==> config.mk <==
export PLATFORM = sky130hd
export DESIGN_NAME = fmr_fault_monitor
export DESIGN_NICKNAME = d
export VERILOG_FILES = /design/src/hdl/fmr_pkg.sv /design/src/hdl/fmr_fault_monitor.sv
export SDC_FILE = /design/constraint.sdc
export NUM_CORES = 1
export LEC_CHECK = 0
export BUFFER_PORTS_ARGS = -buffer_cell sky130_fd_sc_hd__buf_2
export CORE_MARGIN = 2
export CORE_UTILIZATION = 35
export CTS_CLUSTER_DIAMETER = 100
export DETAILED_ROUTE_END_ITERATION = 6
export SETUP_SLACK_MARGIN = 0.5
export SLEW_MARGIN = 20
export SYNTH_ARGS = -nofsm -noshare
export SYNTH_HDL_FRONTEND = slang
export SYNTH_SLANG_ARGS = --single-unit
==> constraint.sdc <==
create_clock -name CLK -period 3.6 [get_ports CLK]
set_input_delay 0.36 -clock CLK [delete_from_list [all_inputs] [get_ports CLK]]
set_output_delay 0.36 -clock CLK [all_outputs]
set_load 0.02 [all_outputs]
==> src/hdl/fmr_pkg.sv <==
// Constants shared by the fault monitor: register map, field positions,
// reset values and serial frame layout.
// Assumes a single 100 MHz core clock and an 8-bit register space.
package fmr_pkg;

  // Register offsets on the serial programming port.
  localparam logic [6:0] FMR_ADDR_STATUS   = 7'h0C;
  localparam logic [6:0] FMR_ADDR_CONFIG   = 7'h0D;
  localparam logic [6:0] FMR_ADDR_WARN_THR = 7'h10;
  localparam logic [6:0] FMR_ADDR_CUT_THR  = 7'h11;

  // Bit positions inside the fault status and config registers.
  localparam int FMR_BIT_SUPPLY   = 0;
  localparam int FMR_BIT_ILLUM    = 1;
  localparam int FMR_BIT_MIRROR   = 2;
  localparam int FMR_BIT_POWER    = 3;
  localparam int FMR_BIT_IN_WARN  = 4;
  localparam int FMR_BIT_IN_CUT   = 5;
  localparam int FMR_BIT_HOT_WARN = 6;
  localparam int FMR_BIT_HOT_CUT  = 7;

  // Threshold fields are five bits wide in the low part of the register.
  localparam int FMR_THR_W = 5;

  // Reset values.
  localparam logic [7:0]           FMR_RST_STATUS   = 8'h00;
  localparam logic [7:0]           FMR_RST_CONFIG   = 8'hFF;
  localparam logic [FMR_THR_W-1:0] FMR_RST_WARN_THR = 5'h14;
  localparam logic [FMR_THR_W-1:0] FMR_RST_CUT_THR  = 5'h10;

  // Serial frame: one command byte (write flag, address) then one data byte.
  localparam int         FMR_CMD_WR_BIT  = 7;
  localparam logic [4:0] FMR_CNT_CMD_END = 5'h07;
  localparam logic [4:0] FMR_CNT_FRM_END = 5'h0F;
  localparam logic [4:0] FMR_CNT_DATA    = 5'h08;

  // Number of asynchronous level inputs passed through the synchroniser.
  localparam int FMR_NSYNC = 16;

  // Synchroniser reset image: chip select inactive, supply level at full
  // scale, so the first cycles after reset show no low-input condition.
  localparam logic [FMR_NSYNC-1:0] FMR_RST_SYNC = 16'h81F0;

endpackage

==> src/hdl/fmr_fault_monitor.sv <==
// Fault monitor and reporter with its serial register port.
// Assumes the comparator and pin inputs are asynchronous to CLK and the
// serial clock is slower than a sixth of CLK.
//
// Functional notes
// - Fault type is held in the status register at 0x0C.
// - Interrupt output asserts whenever any fault enabled in the config register occurs.
// - Config register at 0x0D, writable, chooses which faults interrupt.
// - Supply, illumination and mirror-array faults each own a flag.
// - A status bit records that the power request pin was asserted.
// - Input below warning threshold raises the low-input warning flag.
// - Input below cutoff threshold flags the cause and shuts down.
// - Warning and cutoff thresholds are 5-bit fields at 0x10 and 0x11.
// - Status reports overheat warning and overheat cutoff separately.
// - Reaching the overheat cutoff level shuts the device down.
// - Both temperature indications use hysteresis against toggling.
`timescale 1ns/1ps
`default_nettype none

module fmr_fault_monitor
  import fmr_pkg::*;
(
  // Clock, reset and clock enable.
  input  wire logic                 CLK,
  input  wire logic                 RESETN,
  input  wire logic                 CE,
  // Serial programming port.
  input  wire logic                 SPI_CSZ_N,
  input  wire logic                 SPI_CLK,
  input  wire logic                 SPI_DIN,
  output logic                      SPI_DOUT,
  output logic                      SPI_DOUT_OE,
  // Block fault comparators.
  input  wire logic                 SUPPLY_FAULT_IN,
  input  wire logic                 ILLUM_FAULT_IN,
  input  wire logic                 MIRROR_FAULT_IN,
  // Power-on request pin.
  input  wire logic                 POWER_REQUEST_PIN,
  // Quantised input supply level, same scale as the threshold fields.
  input  wire logic [FMR_THR_W-1:0] INPUT_LEVEL,
  // Temperature comparators: above trip point, below release point.
  input  wire logic                 HOT_WARN_TRIP,
  input  wire logic                 HOT_WARN_RELEASE,
  input  wire logic                 HOT_CUT_TRIP,
  input  wire logic                 HOT_CUT_RELEASE,
  // Reporting and protection outputs.
  output logic                      INTERRUPT,
  output logic                      SHUTDOWN
);

  // Read decode, used for the serial read path.
  function automatic logic [7:0] reg_read(
    input logic [6:0]           addr,
    input logic [7:0]           status,
    input logic [7:0]           config_v,
    input logic [FMR_THR_W-1:0] warn,
    input logic [FMR_THR_W-1:0] cut
  );
    logic [7:0] v;
    v = 8'h00;
    unique case (addr)
      FMR_ADDR_STATUS:   v = status;
      FMR_ADDR_CONFIG:   v = config_v;
      FMR_ADDR_WARN_THR: v = {3'h0, warn};
      FMR_ADDR_CUT_THR:  v = {3'h0, cut};
      default:           v = 8'h00;
    endcase
    return v;
  endfunction

  // Synchroniser group: two stages, the first read only by the second.
  logic [FMR_NSYNC-1:0] meta_r;
  logic [FMR_NSYNC-1:0] meta_nxt;
  logic [FMR_NSYNC-1:0] sync_r;
  logic [FMR_NSYNC-1:0] sync_nxt;
  logic [FMR_NSYNC-1:0] raw;

  assign raw = {SPI_CSZ_N, SPI_CLK, SPI_DIN, SUPPLY_FAULT_IN,
                ILLUM_FAULT_IN, MIRROR_FAULT_IN, POWER_REQUEST_PIN,
                INPUT_LEVEL, HOT_WARN_TRIP, HOT_WARN_RELEASE,
                HOT_CUT_TRIP, HOT_CUT_RELEASE};

  // Next values of the synchroniser; reset loads the idle levels, because a
  // zero supply code would latch a false cutoff before the pins arrive.
  always_comb
  begin
    meta_nxt = meta_r;
    sync_nxt = sync_r;
    if (!RESETN)
    begin
      meta_nxt = FMR_RST_SYNC;
      sync_nxt = FMR_RST_SYNC;
    end
    else if (CE)
    begin
      meta_nxt = raw;
      sync_nxt = meta_r;
    end
  end

  // Synchroniser registers.
  always_ff @(posedge CLK)
  begin
    meta_r <= meta_nxt;
    sync_r <= sync_nxt;
  end

  // Named views of the synchronised levels.
  logic                 cs_n_s;
  logic                 sclk_s;
  logic                 din_s;
  logic                 supply_s;
  logic                 illum_s;
  logic                 mirror_s;
  logic                 power_s;
  logic [FMR_THR_W-1:0] level_s;
  logic                 hw_trip_s;
  logic                 hw_rel_s;
  logic                 hc_trip_s;
  logic                 hc_rel_s;

  assign {cs_n_s, sclk_s, din_s, supply_s, illum_s, mirror_s, power_s,
          level_s, hw_trip_s, hw_rel_s, hc_trip_s, hc_rel_s} = sync_r;

  // Serial port state.
  logic [4:0] bit_cnt_r;
  logic [4:0] bit_cnt_nxt;
  logic [6:0] shift_in_r;
  logic [6:0] shift_in_nxt;
  logic [7:0] shift_out_r;
  logic [7:0] shift_out_nxt;
  logic [6:0] addr_r;
  logic [6:0] addr_nxt;
  logic       wr_r;
  logic       wr_nxt;
  logic       dout_r;
  logic       dout_nxt;
  logic       sclk_d_r;
  logic       sclk_d_nxt;
  // Register file and fault state.
  logic [7:0]           status_r;
  logic [7:0]           status_nxt;
  logic [7:0]           config_r;
  logic [7:0]           config_nxt;
  logic [FMR_THR_W-1:0] warn_thr_r;
  logic [FMR_THR_W-1:0] warn_thr_nxt;
  logic [FMR_THR_W-1:0] cut_thr_r;
  logic [FMR_THR_W-1:0] cut_thr_nxt;
  logic                 power_d_r;
  logic                 power_d_nxt;
  logic                 hot_warn_r;
  logic                 hot_warn_nxt;
  logic                 hot_cut_r;
  logic                 hot_cut_nxt;
  logic                 shutdown_r;
  logic                 shutdown_nxt;

  // Decoded serial events and register strobes.
  logic       sclk_rise;
  logic       sclk_fall;
  logic [7:0] byte_in;
  logic       cmd_done;
  logic       wr_strobe;
  logic [7:0] clr_mask;
  logic [7:0] events;

  assign sclk_rise = CE & ~cs_n_s & sclk_s & ~sclk_d_r;
  assign sclk_fall = CE & ~cs_n_s & ~sclk_s & sclk_d_r;
  assign byte_in   = {shift_in_r, din_s};
  assign cmd_done  = sclk_rise & (bit_cnt_r == FMR_CNT_CMD_END);
  assign wr_strobe = sclk_rise & wr_r & (bit_cnt_r == FMR_CNT_FRM_END);

  // A read of the status register clears exactly the bits it returned.
  assign clr_mask = (cmd_done & ~byte_in[FMR_CMD_WR_BIT] &
                     (byte_in[6:0] == FMR_ADDR_STATUS)) ? status_r : 8'h00;

  // Serial port next state: mode 0, sample on rise, shift out on fall.
  always_comb
  begin
    bit_cnt_nxt   = bit_cnt_r;
    shift_in_nxt  = shift_in_r;
    shift_out_nxt = shift_out_r;
    addr_nxt      = addr_r;
    wr_nxt        = wr_r;
    dout_nxt      = dout_r;
    sclk_d_nxt    = sclk_d_r;
    if (!RESETN)
    begin
      bit_cnt_nxt   = 5'h00;
      shift_in_nxt  = 7'h00;
      shift_out_nxt = 8'h00;
      addr_nxt      = 7'h00;
      wr_nxt        = 1'b0;
      dout_nxt      = 1'b0;
      sclk_d_nxt    = 1'b0;
    end
    else if (CE)
    begin
      sclk_d_nxt = sclk_s;
      if (cs_n_s)
      begin
        // Deselect aborts any partial frame, so a short frame writes nothing.
        bit_cnt_nxt = 5'h00;
        wr_nxt      = 1'b0;
      end
      else
      begin
        if (sclk_rise)
        begin
          shift_in_nxt = byte_in[6:0];
          if (bit_cnt_r != FMR_CNT_FRM_END + 5'h01)
            bit_cnt_nxt = bit_cnt_r + 5'h01;
          if (cmd_done)
          begin
            wr_nxt        = byte_in[FMR_CMD_WR_BIT];
            addr_nxt      = byte_in[6:0];
            shift_out_nxt = reg_read(byte_in[6:0], status_r, config_r,
                                     warn_thr_r, cut_thr_r);
          end
        end
        if (sclk_fall && bit_cnt_r >= FMR_CNT_DATA)
        begin
          dout_nxt      = shift_out_r[7];
          shift_out_nxt = {shift_out_r[6:0], 1'b0};
        end
      end
    end
  end

  // Serial port registers.
  always_ff @(posedge CLK)
  begin
    bit_cnt_r   <= bit_cnt_nxt;
    shift_in_r  <= shift_in_nxt;
    shift_out_r <= shift_out_nxt;
    addr_r      <= addr_nxt;
    wr_r        <= wr_nxt;
    dout_r      <= dout_nxt;
    sclk_d_r    <= sclk_d_nxt;
  end

  // Fault events seen this cycle; sticky bits collect them below.
  always_comb
  begin
    events                   = 8'h00;
    events[FMR_BIT_SUPPLY]   = supply_s;
    events[FMR_BIT_ILLUM]    = illum_s;
    events[FMR_BIT_MIRROR]   = mirror_s;
    events[FMR_BIT_POWER]    = power_s & ~power_d_r;
    events[FMR_BIT_IN_WARN]  = level_s < warn_thr_r;
    events[FMR_BIT_IN_CUT]   = level_s < cut_thr_r;
    events[FMR_BIT_HOT_WARN] = hot_warn_r;
    events[FMR_BIT_HOT_CUT]  = hot_cut_r;
  end

  // Register file and fault state next values.
  always_comb
  begin
    status_nxt   = status_r;
    config_nxt   = config_r;
    warn_thr_nxt = warn_thr_r;
    cut_thr_nxt  = cut_thr_r;
    power_d_nxt  = power_d_r;
    hot_warn_nxt = hot_warn_r;
    hot_cut_nxt  = hot_cut_r;
    shutdown_nxt = shutdown_r;
    if (!RESETN)
    begin
      status_nxt   = FMR_RST_STATUS;
      config_nxt   = FMR_RST_CONFIG;
      warn_thr_nxt = FMR_RST_WARN_THR;
      cut_thr_nxt  = FMR_RST_CUT_THR;
      power_d_nxt  = 1'b0;
      hot_warn_nxt = 1'b0;
      hot_cut_nxt  = 1'b0;
      shutdown_nxt = 1'b0;
    end
    else if (CE)
    begin
      power_d_nxt = power_s;
      // Trip on the upper comparator, release only below the lower one.
      if (hw_trip_s)
        hot_warn_nxt = 1'b1;
      else if (hw_rel_s)
        hot_warn_nxt = 1'b0;
      if (hc_trip_s)
        hot_cut_nxt = 1'b1;
      else if (hc_rel_s)
        hot_cut_nxt = 1'b0;
      // A new event wins over a clear in the same cycle.
      status_nxt = (status_r & ~clr_mask) | events;
      // Shutdown latches until reset; a brief dip must not restart.
      if (events[FMR_BIT_IN_CUT] || events[FMR_BIT_HOT_CUT])
        shutdown_nxt = 1'b1;
      if (wr_strobe)
      begin
        unique case (addr_r)
          FMR_ADDR_CONFIG:   config_nxt   = byte_in;
          FMR_ADDR_WARN_THR: warn_thr_nxt = byte_in[FMR_THR_W-1:0];
          FMR_ADDR_CUT_THR:  cut_thr_nxt  = byte_in[FMR_THR_W-1:0];
          default:           config_nxt   = config_r;
        endcase
      end
    end
  end

  // Register file and fault state registers.
  always_ff @(posedge CLK)
  begin
    status_r   <= status_nxt;
    config_r   <= config_nxt;
    warn_thr_r <= warn_thr_nxt;
    cut_thr_r  <= cut_thr_nxt;
    power_d_r  <= power_d_nxt;
    hot_warn_r <= hot_warn_nxt;
    hot_cut_r  <= hot_cut_nxt;
    shutdown_r <= shutdown_nxt;
  end

  // Outputs; the interrupt is a level held while any enabled flag is set.
  assign INTERRUPT   = |(status_r & config_r);
  assign SHUTDOWN    = shutdown_r;
  assign SPI_DOUT    = dout_r;
  assign SPI_DOUT_OE = ~cs_n_s;

endmodule

`default_nettype wire

==> metrics.cfg, run 1 <==
[run_status]
status=completed

[critical_path]
setup.worst_path.start_class=register
cp.arrival_ps=2720
reg2reg_to=config_r[4]
path_max_fanout=8
crit_end=config_r[4]
worstPathRequired_ps=3790
reg2reg_slack_ps=1070
end_kind=register
startpoint=bit_cnt_r[0]
reg2regPathDepth=8
reg2reg_from=bit_cnt_r[0]
critPathKind=register to register

[placed_design]
io_buffer_count=22
gp_congestion=0.797
place_hpwl_um=5700

[cells_and_area]
syn_to_final_growth_pct=14.0
layout-drive-gt1-share=0.106
nets=460
diodes=0

[drt]
drc=0
routedWlPerCell_um=14.2
vias_per_cell=5.07
num_vias=2930
drt_wl_total_um=8200
route.antenna.remaining_nets=0
drtIter0Drc=116
drtPass1Iterations=6

[sta]
rsz0062_at_grt=no
fin_crit_sh=0.702
relSlewSlack=0.391
holdWs_ps=234
finalHoldViolations=0
clock.fmax_mhz=396
min_period_ps=2530
worst_pin_slew_ps=912
finalMaxSlewViolations=0
fin_setup_tns_ps=0
fin_skew_ps=9.24
setup_viol=0

[global_routing]
grt_pass1_vias=2767
grt_use_total=0.139
grt_start_max_net_pins=53
antenna_found_initial=0
grt_first_pass_wirelength_um=14000
grt_overflow_total=0

[logic_synthesis]
yosysUniqueCellTypes=41
yosysSeqAreaShare=0.456
avgSynthCellArea_um2=9.66
synth_ff_type=dfxtp_1
synth_top_area_share=0.456
synthArstFlopShare=0
yosys-top-cells-area=dfxtp_1 (46%), mux2i_1 (15%), nor2b_1 (6.8%)
syn_nets=448
ys_warn_count=0
synth-seq-cells=92
synth_top_cell_by_area=dfxtp_1
synth_area_um2=4040
synthTopCellsByCount=dfxtp_1 (92), mux2i_1 (61), nand2_1 (58)
syn_inst=418
synth_edf_count=0
yosys.cell_count.top_type=dfxtp_1

[clocking]
cts_post_setup_buffers_inserted=0
clock_latency_ps=340
cts_tree=built
clkTransAtPathRegs_ps=70
cts_inserted_buffers=9
cts_hold_buffers=0
cts_root_buffer=clkbuf_16
cts_sinks=92
htreeDepth=3
cts_max_path_buffers=2
cts-resized-gates=0

[power]
pwr-share-clk=0.484
powerDensity_nw_per_um2=489
pwr-share-seq=0.469
netSwitchingFraction=0.211
intPower_mw=1.78
switchingPower_uw=474
ir_drop_mv=0.256
leakage_nw=1.73
power_frac_comb=0.047

[die]
dieArea_um2=12400
ios=23
fp.dieH_um=111
fp-row-count=39
start_util=0.357
core_area_um2=11300
die-width_um=111

[min_path]
hold_class=input pin to register

[flow_run]
cap_violations=0

## registers in the layout, summed over array words and instances (netlist names), 7 cells and up
signal	cells
addr_r	7
config_r	8
meta_r	16
sync_r	16
shift_in_r	7
shift_out_r	8
status_r	8
## power groups by stage
stage	registers, mW	clock network, mW	logic [mW]
6_report	1.06	1.09	0.105
5_1_grt	1.06	1.17	0.118
4_1_cts	1.06	1.11	0.106
3_5_place_dp	1.08	0	0.106
3_3_place_gp	1.08	0	0.104
2_1_floorplan	1.07	0	0.0820
## critical path: stages, from the launching register on
cell and delay, ps:
dfxtp_1 390, ha_1 210, and3_1 160, ha_1 190, nor4b_1 450, nand4_4 200, nor3_4 460, mux2i_1 250
nand2_1 70
## cell type report
type / count / area [um2]
Timing Repair Buffer: 26 / 140
Clock buffer: 9 / 225
Multi-Input combinational cell: 287 / 2040
Clock inverter: 7 / 124
Inverter: 14 / 52.6
Tap cell: 143 / 179
Sequential cell: 92 / 1840
Fill cell: 1140 / 6720
## placed cells by master (no fill, tap or decap), types with 9 or more instances in the layout
master | Yosys | final
nor2b_1 | 44 | 44
dfxtp_1 | 92 | 92
nand2_1 | 58 | 58
buf_2 | 7 | 22
a22oi_1 | 18 | 18
clkbuf_16 | 0 | 9
ha_1 | 11 | 11
mux2i_1 | 61 | 61
inv_1 | 14 | 14
nor2_1 | 14 | 14
a21boi_0 | 19 | 19
## cell families after synthesis
family	count (synthesis)	synth area share
and+or+nand+nor	144	0.194
xor gates and xnor gates	3	0.00651
adders and majority gates	11	0.0341
muxes	61	0.151
AOI/OAI and AO/OA	68	0.119
DFF	92	0.456
buffers and inverters	39	0.0387
## worst min path at each step
stage	endpoint	cells past startpoint	start
after floorplan	meta_r[5]	2	meta_r[5]
after global placement	meta_r[5]	2	meta_r[5]
after detailed placement	meta_r[4]	2	meta_r[4]
after CTS	meta_r[4]	3	INPUT_LEVEL[0]
after global routing	meta_r[5]	3	INPUT_LEVEL[1]
final	meta_r[4]	3	INPUT_LEVEL[0]
## routing by layer
layer	wire (um)	share of wire	up-vias	GRT usage
met4	88	0.011	0	0.0428
met1	4100	0.50	1384	0.202
met3	385	0.047	8	0.0338
met2	3630	0.44	51	0.203
li1	-	-	1487	-
met5	0	0	-	0
## stage by stage
| stage | instances | cell area [um2] | worst slack (ps) | util | total power [mW] |
|---|---|---|---|---|---|
| after floorplan | 418 | 4040 | 1390 | - | 1.15 |
| after global placement | 562 | 4250 | 1130 | 0.376 | 1.18 |
| after detailed placement | 562 | 4250 | 1080 | 0.376 | 1.19 |
| after CTS | 578 | 4600 | 1060 | 0.406 | 2.27 |
| after global routing | 578 | 4600 | 858 | 0.406 | 2.34 |
| final | 578 | 4600 | 1070 | 0.406 | 2.25 |
Power figures use the tool's default switching activity.
==> run 2, diff against run 1 <==
==> constraint.sdc (replaced) <==
create_clock -name CLK -period 2.54 [get_ports CLK]
set_input_delay 0.254 -clock CLK [delete_from_list [all_inputs] [get_ports CLK]]
set_output_delay 0.254 -clock CLK [all_outputs]
set_load 0.02 [all_outputs]
==> metrics.cfg, run 2 (same netlist as run 1, synthesis figures left out) <==
[power]
power_mw=2.99
leakage_nw=1.80
pwr-share-seq=0.499
power_frac_comb=0.051
pwr-share-clk=0.450
powerDensity_nw_per_um2=631
switchingPower_uw=674
ir_drop_mv=0.429
netSwitchingFraction=0.226
intPower_mw=2.32

[clocking]
cts_sinks=92
htreeDepth=3
cts_root_buffer=clkbuf_16
cts_max_path_buffers=2
cts_inserted_buffers=9
cts_tree=built
clock_latency_ps=340
clkTransAtPathRegs_ps=70
cts_hold_buffers=0

[die]
start_util=0.357
die-width_um=111
core_area_um2=11300
fp-row-count=39
fp.dieH_um=111
ios=23
dieArea_um2=12400

[critical_path]
slowest_delay_ps=370
reg2regPathDepth=9
cpMostUsedCell=ha_4
end_kind=register
path_max_fanout=8
crit_buf_inv=1
critPathKind=register to register
cp_cell_sequence=ha_4 -> and3_4 -> ha_4 -> nor4b_4 -> nand4_4 -> nor3_4 -> buf_12 -> mux2i_1 -> nand2_1
cp.arrival_ps=2210
path_delay_family=simple AND/OR/NAND/NOR gates
setup.worst_path.start_class=register
slowest_stage=dfxtp_4
path_depth=9
worstPathRequired_ps=2760

[sta]
worst_pin_slew_ps=736
min_period_ps=1990
fin_skew_ps=7.08
setup_viol=0
rsz0062_at_grt=yes
fin_crit_sh=0.782
finalMaxSlewViolations=0
relSlewSlack=0.509
clock.fmax_mhz=503
finalHoldViolations=0
fin_setup_tns_ps=0

[cells_and_area]
layout-drive-gt1-share=0.148
multi_input_area_um2=2100
nets=472
top_regs=meta_r x16, sync_r x16
final_common_cell=dfxtp_1
finalNonFillerCells=590
syn_to_final_growth_pct=17.4
diodes=0
final_cell_mix=dfxtp_1 (90), mux2i_1 (61), nand2_1 (58)
regArea_um2=1850
fillers=1136

[drt]
drtPass1Iterations=7
route.antenna.remaining_nets=0
vias_per_cell=5.04
drt_wl_total_um=8170
drtIter0Drc=177
routedWlPerCell_um=13.9
num_vias=2976
drc=0

[placed_design]
place_hpwl_um=5600
io_buffer_count=22
gp_congestion=0.799
dpl.cell_count=567

[run_status]
status=completed

[global_routing]
grt_overflow_total=0
grt_pass1_vias=2862
grt_first_pass_wirelength_um=13800
antenna_found_initial=0
grt_start_max_net_pins=56
grt_use_total=0.135

[min_path]
min_path_cells=3
hold_class=input pin to register

[flow_run]
cap_violations=0

==> run 2: cell types whose count changed in the layout (fill, tap and decap cells not counted), sizes merged <==
cell,before,now
bufinv,3,1
clkinvlp,0,1
clkinv,3,4
buf,26,38
==> run 2: power by group through the flow <==
stage	registers (mW)	clock network [mW]	logic, mW
after floorplan	1.52	0	0.116
after global placement	1.53	0	0.150
after detailed placement	1.53	0	0.153
after CTS	1.49	1.37	0.154
after global routing	1.50	1.42	0.170
final	1.49	1.35	0.151
==> run 2: timing repair <==
item / in CTS / in global routing
resized for setup: 0 / 10
endpoints found under the setup margin: 8 / 25
pin swaps: 2 / 5
buffers inserted: 2 / 5
==> run 2: layer usage <==
layer  routed length (um)  global-route usage  up-vias
met1                 4130               0.193     1395
met5                    0                   0        -
met2                 3550               0.207       65
li1                     -                   -     1501
met4                  165              0.0543        0
met3                  332              0.0212       15
==> run 2: path summary, 6_finish.rpt <==
kind	end	slack, ps	start
worst max-delay path	config_r[7]	550	bit_cnt_r[0]
worst min-delay path	meta_r[15]	130	SPI_CSZ_N
worst max register to register	config_r[7]	550	bit_cnt_r[0]
worst min register to register	meta_r[5]	480	meta_r[5]
==> run 2: area by class of cell <==
class                      count  area share
clock inverter                 7      0.0161
clock buffer                   9      0.0475
sequential                    92       0.390
inverter                      14      0.0111
tap                          143      0.0378
multi-input combinational    287       0.443
timing repair buffer          38      0.0539
==> run 2: through the flow <==
stage / cell area, um2 / hold slack, ps / setup slack [ps] / util
final: 4740 / 130 / 554 / 0.419
after global routing: 4740 / 142 / 458 / 0.419
after floorplan: 4060 / 382 / 509 / -
after CTS: 4650 / 125 / 525 / 0.411
after detailed placement: 4320 / 463 / 275 / 0.382
after global placement: 4320 / 454 / 336 / 0.382
==> run 2: worst register-to-register path: cells and delay by family, from the launching register on <==
family / cells / cell delay [ps]
adder cells (fa/ha/maj): 2 / 280
buffers and inverters: 1 / 160
flip-flops: 1 / 370
multiplexers: 1 / 190
AND/OR/NAND/NOR: 5 / 870
